--- config.mk ---
export PLATFORM = sky130hd
export DESIGN_NAME = acl_table_indirect_access
export DESIGN_NICKNAME = d
export VERILOG_FILES = /design/src/rtl/acl_table_pkg.sv /design/src/rtl/acl_table_indirect_access.sv
export VERILOG_INCLUDE_DIRS = /design/src /design/src/rtl
export SDC_FILE = /design/constraint.sdc
export NUM_CORES = 2
export LEC_CHECK = 0
export BUFFER_PORTS_ARGS = -buffer_cell sky130_fd_sc_hd__buf_2
export CAP_MARGIN = 30
export CELL_PAD_IN_SITES_DETAIL_PLACEMENT = 1
export CELL_PAD_IN_SITES_GLOBAL_PLACEMENT = 1
export CORE_MARGIN = 2
export CORE_UTILIZATION = 50
export DETAILED_ROUTE_END_ITERATION = 8
export MAX_ROUTING_LAYER = met4
export PLACE_DENSITY = 0.75
export SKIP_LAST_GASP = 1
export SLEW_MARGIN = 20
export SYNTH_ARGS = -nofsm -noshare
export SYNTH_HDL_FRONTEND = slang
export SYNTH_SLANG_ARGS = --single-unit
--- constraint.sdc ---
create_clock -name sys_clk -period 2.3 [get_ports sys_clk]
set_input_delay 0.23 -clock sys_clk [delete_from_list [all_inputs] [get_ports sys_clk]]
set_output_delay 0.23 -clock sys_clk [all_outputs]
set_load 0.01 [all_outputs]
--- src/rtl/acl_table_map.svh ---
// register indices, field positions, reset values and timing of the rule table access block
`ifndef ACL_TABLE_MAP_SVH
`define ACL_TABLE_MAP_SVH

// register indices; the bus byte address is four times the index
`define ACL_IDX_STAGE_FIRST 14'h0600
`define ACL_IDX_REMARK_LSB  14'h060b
`define ACL_IDX_SPARE       14'h060c
`define ACL_IDX_FWD_MAP     14'h060d
`define ACL_IDX_RULESET_HI  14'h060e
`define ACL_IDX_RULESET_LO  14'h060f
`define ACL_IDX_SEL_HIGH    14'h0610
`define ACL_IDX_SEL_LOW     14'h0611
`define ACL_IDX_CONTROL     14'h0612

// staging byte numbers that carry the action fields
`define ACL_BYTE_REMARK_MSB 4'ha
`define ACL_BYTE_REMARK_LSB 4'hb
`define ACL_BYTE_FWD_MAP    4'hd
`define ACL_BYTE_RULESET_HI 4'he
`define ACL_BYTE_RULESET_LO 4'hf

// field positions
`define ACL_REMARK_MSB_HI   1
`define ACL_REMARK_MSB_LO   0
`define ACL_REMARK_LSB_BIT  7
`define ACL_MAP_MODE_HI     6
`define ACL_MAP_MODE_LO     5
`define ACL_FWD_HI          6
`define ACL_FWD_LO          0
`define ACL_FWD_RSVD_BIT    4

// reset values
`define ACL_STAGE_RESET     8'h00
`define ACL_SEL_RESET       8'h00
`define ACL_INDEX_RESET     4'h0

// table access time
`define ACL_ACCESS_NS       10
`define ACL_CLK_PERIOD_NS   5

`endif

--- src/rtl/acl_table_pkg.sv ---
// types shared by the rule table access block
package acl_table_pkg;

  // transfer sequencer states
  typedef enum logic [0:0] {
    ST_IDLE,
    ST_BUSY
  } acl_state_t;

  // control register layout
  typedef struct packed {
    logic       rsvd;      // reads zero
    logic       wr_done;   // write complete
    logic       rd_done;   // read complete
    logic       dir_write; // one write, zero read
    logic [3:0] index;     // table entry
  } acl_ctrl_t;

  // action fields as seen by the filter
  typedef struct packed {
    logic [2:0]  remark_priority;
    logic [1:0]  entry_map_mode;
    logic [6:0]  fwd_ports;
    logic [15:0] ruleset;
  } acl_action_t;

endpackage

--- src/rtl/acl_table_indirect_access.sv ---
// indirect staging, byte select and control path to one port's rule table
// Operation
// - each port owns a table, reached indirectly
// - remark priority upper bits in byte a
// - remark priority lsb bit 7, joined
// - seven bit forward map, bit0 port1
// - forward map bit 4 reserved, unused
// - low select write launches; only enabled bytes
// - high select bits map reversed to 7..0
// - low select bits map reversed to 15..8
// - write done bit 6, zero pending, resets one
// - read done bit 5, poll before use
//
// Design decision made here: the APB interface to the registers.
`timescale 1ns/1ps
`default_nettype none
`include "acl_table_map.svh"

module acl_table_indirect_access #(
  parameter int ENTRIES = 16, // table entries per port
  parameter int BYTES   = 16  // staging bytes per entry
) (
  input  wire logic                      sys_clk,
  input  wire logic                      reset,
  input  wire logic                      psel,
  input  wire logic                      penable,
  input  wire logic                      pwrite,
  input  wire logic [15:0]               paddr,
  input  wire logic [31:0]               pwdata,
  input  wire logic [3:0]                pstrb,
  output logic      [31:0]               prdata,
  output logic                           pready,
  output logic                           pslverr,
  output acl_table_pkg::acl_action_t     staged_action,
  output logic                           busy
);

  // table access time in cycles, rounded up, at least one
  // the counter runs from ACC_LOAD down to zero, one commit at zero
  localparam int ACC_RAW = (`ACL_ACCESS_NS + `ACL_CLK_PERIOD_NS - 1) / `ACL_CLK_PERIOD_NS;
  localparam int ACC_CYC = (ACC_RAW < 1) ? 1 : ACC_RAW;
  localparam logic [3:0] ACC_LOAD = 4'(ACC_CYC - 1);

  // true when a word index names a register of this block
  function automatic logic is_mapped(input logic [13:0] idx);
    is_mapped = (idx >= `ACL_IDX_STAGE_FIRST) && (idx <= `ACL_IDX_CONTROL);
  endfunction

  // staging byte k is chosen by select bit 15-k
  function automatic logic byte_chosen(input logic [15:0] sel, input int k);
    byte_chosen = sel[15 - k];
  endfunction

  // per port table, one instance per port
  logic [7:0] table_q [ENTRIES][BYTES];

  // register state
  logic [7:0]                 stage_q [BYTES]; // staging bytes
  logic [7:0]                 stage_d [BYTES];
  logic [7:0]                 sel_hi_q;        // select bits 15:8
  logic [7:0]                 sel_hi_d;
  logic [7:0]                 sel_lo_q;        // select bits 7:0
  logic [7:0]                 sel_lo_d;
  acl_table_pkg::acl_ctrl_t   ctrl_q;          // control and status
  acl_table_pkg::acl_ctrl_t   ctrl_d;
  acl_table_pkg::acl_state_t  state_q;         // sequencer state
  acl_table_pkg::acl_state_t  state_d;
  logic [3:0]                 cnt_q;           // access cycles left
  logic [3:0]                 cnt_d;
  logic [31:0]                rdata_q;         // read data
  logic [31:0]                rdata_d;
  logic                       err_q;           // error answer
  logic                       err_d;
  acl_table_pkg::acl_action_t act_q;           // staged action fields
  acl_table_pkg::acl_action_t act_d;

  // bus decode
  logic [13:0] widx;      // word index
  logic        addr_ok;   // mapped, word aligned
  logic        wr_acc;    // write taken this edge
  logic        launch;    // transfer start
  logic        commit;    // transfer finishes this edge
  logic [15:0] sel_all;   // full select word
  logic        tbl_we;    // table write strobe

  // word index; misaligned or unmapped words answer with an error
  assign widx    = paddr[15:2];
  assign addr_ok = is_mapped(widx) && (paddr[1:0] == 2'b00);
  assign wr_acc  = psel && penable && pwrite && addr_ok && pstrb[0];
  // launch only from idle; a low select write while busy is dropped
  assign launch  = wr_acc && (widx == `ACL_IDX_SEL_LOW) && (state_q == acl_table_pkg::ST_IDLE);
  assign commit  = (state_q == acl_table_pkg::ST_BUSY) && (cnt_q == 4'h0);
  assign sel_all = {sel_hi_q, sel_lo_q};
  assign tbl_we  = commit && ctrl_q.dir_write;

  // answer in the access phase, no wait states
  assign pready  = psel && penable;
  assign pslverr = err_q;
  assign prdata  = rdata_q;
  assign busy    = (state_q == acl_table_pkg::ST_BUSY);
  assign staged_action = act_q;

  // sequencer next state
  always_comb begin
    state_d = state_q;
    cnt_d   = cnt_q;
    case (state_q)
      acl_table_pkg::ST_IDLE: begin
        if (launch) begin
          state_d = acl_table_pkg::ST_BUSY;
          cnt_d   = ACC_LOAD;
        end
      end
      acl_table_pkg::ST_BUSY: begin
        // count down, finish on the zero cycle
        if (cnt_q == 4'h0) begin
          state_d = acl_table_pkg::ST_IDLE;
        end else begin
          cnt_d = cnt_q - 4'h1;
        end
      end
      default: begin
        state_d = acl_table_pkg::ST_IDLE;
        cnt_d   = 4'h0;
      end
    endcase
  end

  // select and control next values
  always_comb begin
    sel_hi_d = sel_hi_q;
    sel_lo_d = sel_lo_q;
    ctrl_d   = ctrl_q;
    // select, direction and index are frozen while a transfer runs; done bits still set at commit
    if (wr_acc && !busy) begin
      if (widx == `ACL_IDX_SEL_HIGH) begin
        sel_hi_d = pwdata[7:0];
      end
      if (widx == `ACL_IDX_SEL_LOW) begin
        sel_lo_d = pwdata[7:0];
      end
      if (widx == `ACL_IDX_CONTROL) begin
        ctrl_d.dir_write = pwdata[4];   // direction bit
        ctrl_d.index     = pwdata[3:0]; // entry index
      end
    end
    // status low while pending, high once done
    if (launch) begin
      if (ctrl_q.dir_write) begin
        ctrl_d.wr_done = 1'b0;
      end else begin
        ctrl_d.rd_done = 1'b0;
      end
    end
    if (commit) begin
      ctrl_d.wr_done = 1'b1;
      ctrl_d.rd_done = 1'b1;
    end
    // bit 7 is reserved and reads zero
    ctrl_d.rsvd = 1'b0;
  end

  // staging next values; a read load beats a bus write to the same byte
  // staging bytes stay writable while a transfer runs
  always_comb begin
    for (int k = 0; k < BYTES; k++) begin
      stage_d[k] = stage_q[k];
      if (wr_acc && (widx == (`ACL_IDX_STAGE_FIRST + 14'(k)))) begin
        stage_d[k] = pwdata[7:0];
      end
      // only enabled bytes load, others keep their value
      if (commit && !ctrl_q.dir_write && byte_chosen(sel_all, k)) begin
        stage_d[k] = table_q[ctrl_q.index][k];
      end
    end
  end

  // read data and error for the access phase
  // registered at the setup edge, shown during the access phase
  always_comb begin
    rdata_d = 32'h0000_0000;
    err_d   = 1'b0;
    if (psel && !penable) begin
      if (!addr_ok) begin
        err_d = 1'b1;
      end else if (!pwrite) begin
        if (widx == `ACL_IDX_CONTROL) begin
          rdata_d = {24'h00_0000, ctrl_q};
        end else if (widx == `ACL_IDX_SEL_HIGH) begin
          rdata_d = {24'h00_0000, sel_hi_q};
        end else if (widx == `ACL_IDX_SEL_LOW) begin
          rdata_d = {24'h00_0000, sel_lo_q};
        end else begin
          // staging and spare bytes share one decode
          rdata_d = {24'h00_0000, stage_q[widx[3:0]]};
        end
      end
    end
  end

  // action fields decoded from the staging bytes
  always_comb begin
    act_d.remark_priority = {
      stage_q[`ACL_BYTE_REMARK_MSB][`ACL_REMARK_MSB_HI:`ACL_REMARK_MSB_LO],
      stage_q[`ACL_BYTE_REMARK_LSB][`ACL_REMARK_LSB_BIT]};
    act_d.entry_map_mode =
      stage_q[`ACL_BYTE_REMARK_LSB][`ACL_MAP_MODE_HI:`ACL_MAP_MODE_LO];
    act_d.fwd_ports = stage_q[`ACL_BYTE_FWD_MAP][`ACL_FWD_HI:`ACL_FWD_LO];
    act_d.fwd_ports[`ACL_FWD_RSVD_BIT] = 1'b0;
    act_d.ruleset = {stage_q[`ACL_BYTE_RULESET_HI], stage_q[`ACL_BYTE_RULESET_LO]};
  end

  // register stage
  always_ff @(posedge sys_clk) begin
    if (reset) begin
      state_q <= acl_table_pkg::ST_IDLE;
      cnt_q   <= 4'h0;
      sel_hi_q <= `ACL_SEL_RESET;
      sel_lo_q <= `ACL_SEL_RESET;
      ctrl_q  <= '{rsvd: 1'b0, wr_done: 1'b1, rd_done: 1'b1, dir_write: 1'b0,
                   index: `ACL_INDEX_RESET};
      rdata_q <= 32'h0000_0000;
      err_q   <= 1'b0;
      act_q   <= '0;
      for (int k = 0; k < BYTES; k++) begin
        stage_q[k] <= `ACL_STAGE_RESET;
      end
    end else begin
      state_q <= state_d;
      cnt_q   <= cnt_d;
      sel_hi_q <= sel_hi_d;
      sel_lo_q <= sel_lo_d;
      ctrl_q  <= ctrl_d;
      rdata_q <= rdata_d;
      err_q   <= err_d;
      act_q   <= act_d;
      for (int k = 0; k < BYTES; k++) begin
        stage_q[k] <= stage_d[k];
      end
    end
  end

  // table store: only enabled staging bytes are written
  // table contents have no reset; software fills them
  always_ff @(posedge sys_clk) begin
    for (int k = 0; k < BYTES; k++) begin
      if (tbl_we && byte_chosen(sel_all, k)) begin
        table_q[ctrl_q.index][k] <= stage_q[k];
      end
    end
  end

  // transfer lasts exactly the access time
  a_busy_span: assert property (@(posedge sys_clk) disable iff (reset)
    launch |=> busy [*2] ##1 !busy)
    else $error("transfer length wrong");

  // write pending flag low until completion
  a_write_pending: assert property (@(posedge sys_clk) disable iff (reset)
    (launch && ctrl_q.dir_write) |=> !ctrl_q.wr_done [*2] ##1 ctrl_q.wr_done)
    else $error("write status wrong");

  // read pending flag low until completion
  a_read_pending: assert property (@(posedge sys_clk) disable iff (reset)
    (launch && !ctrl_q.dir_write) |=> !ctrl_q.rd_done [*2] ##1 ctrl_q.rd_done)
    else $error("read status wrong");

  // status reads one after reset
  a_status_reset: assert property (@(posedge sys_clk)
    $past(reset) |-> (ctrl_q.wr_done && ctrl_q.rd_done))
    else $error("status not one after reset");

  // enabled byte loaded from the entry on read completion
  a_read_load: assert property (@(posedge sys_clk) disable iff (reset)
    (commit && !ctrl_q.dir_write && sel_lo_q[0])
      |=> stage_q[15] == $past(table_q[ctrl_q.index][15]))
    else $error("enabled byte not loaded");

  // disabled byte kept on read completion
  a_read_keep: assert property (@(posedge sys_clk) disable iff (reset)
    (commit && !ctrl_q.dir_write && !sel_lo_q[7] && !wr_acc)
      |=> $stable(stage_q[8]))
    else $error("disabled byte changed");

  // enabled byte stored on write completion
  a_write_store: assert property (@(posedge sys_clk) disable iff (reset)
    (commit && ctrl_q.dir_write && sel_hi_q[7])
      |=> table_q[$past(ctrl_q.index)][0] == $past(stage_q[0]))
    else $error("enabled byte not stored");

  // remark priority joins both bytes
  a_remark_join: assert property (@(posedge sys_clk) disable iff (reset)
    ##1 act_q.remark_priority ==
      {$past(stage_q[`ACL_BYTE_REMARK_MSB][`ACL_REMARK_MSB_HI:`ACL_REMARK_MSB_LO]),
       $past(stage_q[`ACL_BYTE_REMARK_LSB][`ACL_REMARK_LSB_BIT])})
    else $error("remark priority wrong");

  // reserved forward bit never set
  a_fwd_rsvd: assert property (@(posedge sys_clk) disable iff (reset)
    !act_q.fwd_ports[`ACL_FWD_RSVD_BIT])
    else $error("reserved forward bit set");

  // unmapped address answers with error
  a_unmapped_err: assert property (@(posedge sys_clk) disable iff (reset)
    (psel && !penable && !addr_ok) |=> pslverr)
    else $error("no error on unmapped address");

  // mapped address answers without error
  a_mapped_ok: assert property (@(posedge sys_clk) disable iff (reset)
    (psel && !penable && addr_ok) |=> !pslverr)
    else $error("error on mapped address");

  // control read shows the status held at setup
  a_ctrl_read: assert property (@(posedge sys_clk) disable iff (reset)
    (psel && !penable && addr_ok && !pwrite && (widx == `ACL_IDX_CONTROL))
      |=> prdata == {24'h00_0000, $past(ctrl_q)})
    else $error("control read data wrong");

  // high select takes the written byte when idle
  a_sel_high_write: assert property (@(posedge sys_clk) disable iff (reset)
    (wr_acc && !busy && (widx == `ACL_IDX_SEL_HIGH)) |=> sel_hi_q == $past(pwdata[7:0]))
    else $error("high select not written");

  // only the write done bit drops when a write transfer launches
  a_launch_status: assert property (@(posedge sys_clk) disable iff (reset)
    (launch && ctrl_q.dir_write) |=> (!ctrl_q.wr_done && ctrl_q.rd_done))
    else $error("write launch status wrong");

  // both status bits return to one at completion
  a_done_restore: assert property (@(posedge sys_clk) disable iff (reset)
    commit |=> (ctrl_q.wr_done && ctrl_q.rd_done))
    else $error("status not restored");

  // no status bit is low while idle
  a_idle_status: assert property (@(posedge sys_clk) disable iff (reset)
    !busy |-> (ctrl_q.wr_done && ctrl_q.rd_done))
    else $error("status low while idle");

  // select, direction and index frozen while a transfer runs
  a_select_frozen: assert property (@(posedge sys_clk) disable iff (reset)
    busy |=> ($stable(sel_hi_q) && $stable(sel_lo_q) && $stable(ctrl_q.index)
      && $stable(ctrl_q.dir_write)))
    else $error("select changed while busy");

endmodule
`default_nettype wire

==> results_dict.tcl <==
set metrics [dict create \
    start_util_pct 50.3 \
    wire_per_inst_um 34.9 \
    synth_edf_count 2048 \
    fmaxAchievable_ghz 0.411 \
    grt-ovfl-total 0 \
    slowest_delay_ns 0.51 \
    drtIter0Drc 6240 \
    dp.cells 7110 \
    detail-route-antenna-nets 0 \
    syn_inst 4308 \
    yosysTopAreaCell "edfxtp_1" \
    crit_fanout 9 \
    cts.sinks 2244 \
    power_mw 80.6 \
    r2r-end "stage_q[8][1]" \
    syn_area_mm2 0.0875 \
    grt_max_degree 49 \
    p_leak_nw 29.7 \
    critPathLaunchType "flip-flop" \
    maxSlewViolCount 0 \
    drc 0 \
    viasPerCell 6.44 \
    dpl_cell_area_mm2 0.0955 \
    totalWireLength_um 266000 \
    rrSetupSlack_ns -0.13 \
    cts_tree "yes" \
    crit_top_cell "buf_4" \
    min_path_type "input pin to flip-flop" \
    io_pins 120 \
    gr-usage-all-layers_pct 30.4 \
    cp_slowest_cell "mux4_2" \
    core_mm2 0.174 \
    status "finished, violations left" \
    first_pass_iters 5 \
    rr_worst_depth 9 \
    syn_area_per_cell_um2 20.3 \
    rsz0062_at_grt "yes" \
    preCtsSetupSlack_ns -0.0693 \
    num_vias 49100 \
    hold_violations 0 \
    vdd_drop_max_mv 0.778 \
    drive_gt1_share_pct 35.8 \
    layout_min_cycle_time_ns 2.43 \
    clk_pin_slew_ns 0.07 \
    p_per_area_mw_per_mm2 773 \
    timing.final.crit_share_pct 106 \
    yosys.area.top_type_share_pct 70.2 \
    grt_pass1_wl_um 376000 \
    async_flop_share_pct 0 \
    critPathKind "flip-flop to flip-flop" \
    ys_ff_latch 2244 \
    grt_antenna_before_repair 13 \
    die-area_mm2 0.178 \
    cts_root_buf "clkbuf_16" \
    die_h_um 422 \
    synthFlopType "edfxtp_1" \
    worst_pin_slew_ns 1.16 \
    portBuffers 67 \
    dpl.hpwl_um 169000 \
    path_cells "buf_12 > buf_4 > clkbuf_16 > buf_4 > mux4_2 > a2111oi_1 > buf_4 > nor3_1 > o311a_1" \
    cts_max_level 4 \
    cts_max_path_buffers 3 \
    area_growth_pct 19.1 \
    arrival_ns 3.20 \
    holdPathEnd "busy" \
    required_ns 3.06 \
    worstHoldStart "paddr[8]" \
    gp_congestion 0.972 \
    ys_warn_count 0 \
    min_delay_path_depth 6 \
    yosysSeqAreaShare_pct 74.7 \
    die_x_um 422 \
    fin_nets 5156 \
    clock_latency_ns 0.91 \
    setup_ws_ns -0.135 \
    final_area_mm2 0.104 \
    synth_cell_type_count 66 \
    finalClockSkew_ns 0.0772 \
    maxCapViolations 0 \
    cts_buffers 218 \
    row_count 153 \
    tns_ns -0.621 \
    grt_pass1_vias 50700 \
    critPathCaptureType "flip-flop" \
    setup_viol 16 \
    violations "setup timing" \
    instances_no_fill 7624 \
    synth.area.top_cells "edfxtp_1 70%, mux4_2 15%, dfxtp_1 4.5%" \
    slew_headroom_pct 22.4 \
]
## Yosys cell counts, drive strengths merged, types with 5 or more instances
master,number
nor2,282
nand2,113
a22oi,45
buf,184
and4,6
and2,6
o221ai,39
nand4,19
a21o,11
clkbuf,112
a211oi,17
edfxtp,2048
a221o,10
and3,7
mux2,58
o21bai,5
o22ai,30
a22o,22
nand2b,5
o22a,7
inv,8
a221oi,18
a21oi,45
mux4,565
nor3,18
nor2b,39
dfxtp,196
mux2i,207
nand3,76
o21ai,64
## timing repair
item,CTS,global route
pin swaps,0,3
gates resized for setup,25,84
buffers inserted,4,64
hold buffers,12,0
endpoints found under the setup margin,134,1718
cloned,2,10
hold endpoints to repair,66,0
## worst max-delay path by stage
stage | startpoint | end | slack (ns) | cells after the start
after floorplan | cnt_q[0] | table_q[7][32] | -0.06 | 8
after global routing | flip-flop | stage_q[8][1] | -0.17 | 9
after CTS | flip-flop | stage_q[9][7] | -0.06 | 6
after detailed placement | cnt_q[0] | table_q[14][92] | -0.07 | 8
after global placement | flip-flop | stage_q[9][5] | 0.03 | 6
final | flip-flop | stage_q[8][1] | -0.13 | 9
## cell usage in the layout, fill, tap and decap left out, types with 39 or more instances in the layout
master / Yosys / final
mux4_2: 565 / 565
o21ai_0: 58 / 57
dfxtp_1: 196 / 192
clkbuf_1: 112 / 54
buf_12: 0 / 65
edfxtp_1: 2048 / 2048
buf_4: 64 / 650
mux2i_1: 207 / 196
mux2_2: 58 / 58
a22oi_1: 45 / 41
clkbuf_16: 0 / 229
clkinv_2: 0 / 40
o221ai_1: 39 / 39
nor2_1: 281 / 250
nand3_1: 76 / 70
a21oi_1: 45 / 45
buf_2: 99 / 66
nand2_1: 113 / 95
## final cells by class
class	instances	area (um^2)
Fill cell	14700	69700
Clock buffer	295	5990
Multi-Input combinational cell	1784	21100
Antenna cell	9	22.5
Clock inverter	117	1270
Inverter	8	30.0
Tap cell	2325	2910
Sequential cell	2244	65400
Timing Repair Buffer	842	7540
## worst max-delay path: cells and delay by family (launching register included)
family	cells	cell delay [ns]
AOI/OAI and AO/OA	2	0.59
muxes	1	0.51
and+or+nand+nor	1	0.05
DFF	1	0.38
buffers and inverters	5	0.75
## cell families after synthesis
kind of cell / after synthesis / share of synthesized area (%)
adders and majority gates: 1 / 0.0143
muxes: 830 / 17.6
other: 1 / 0.00428
buffers and inverters: 304 / 1.74
DFF: 2244 / 74.7
AOI/OAI and AO/OA: 339 / 2.76
and+or+nand+nor: 589 / 3.11
## through the flow
| step | utilization [%] | hold slack (ns) |
|---|---|---|
| 5_1_grt | 59.9 | 0.0549 |
| 6_report | 59.9 | 0.0608 |
| 4_1_cts | 59.3 | 0.0156 |
| 3_5_place_dp | 54.9 | 0.453 |
| 3_3_place_gp | 54.9 | 0.440 |
| 2_1_floorplan | - | 0.386 |
## routing by layer
| metal | track usage (%) | vias up | part of all wire (%) |
|---|---|---|---|
| li1 | - | 19400 | - |
| met1 | 39.2 | 26200 | 37 |
| met2 | 46.8 | 2901 | 48 |
| met3 | 5.91 | 661 | 9.2 |
| met4 | 14.6 | 0 | 5.6 |
| met5 | - | - | 0 |
## power by group
group	switching, mW	internal (mW)
registers	0.000249	43.8
logic	0.425	0.147
clock network	15.8	20.5
## registers in the layout (all words and copies together), names as in the netlist, named ones only
register	count
ctrl_q	7
sel_hi_q	8
sel_lo_q	8
table_q	2048
prdata	8
staged_action	27
stage_q	128
busy	1
pslverr	1
cnt_q	4
Note: power is estimated with default switching activity, not from simulation.
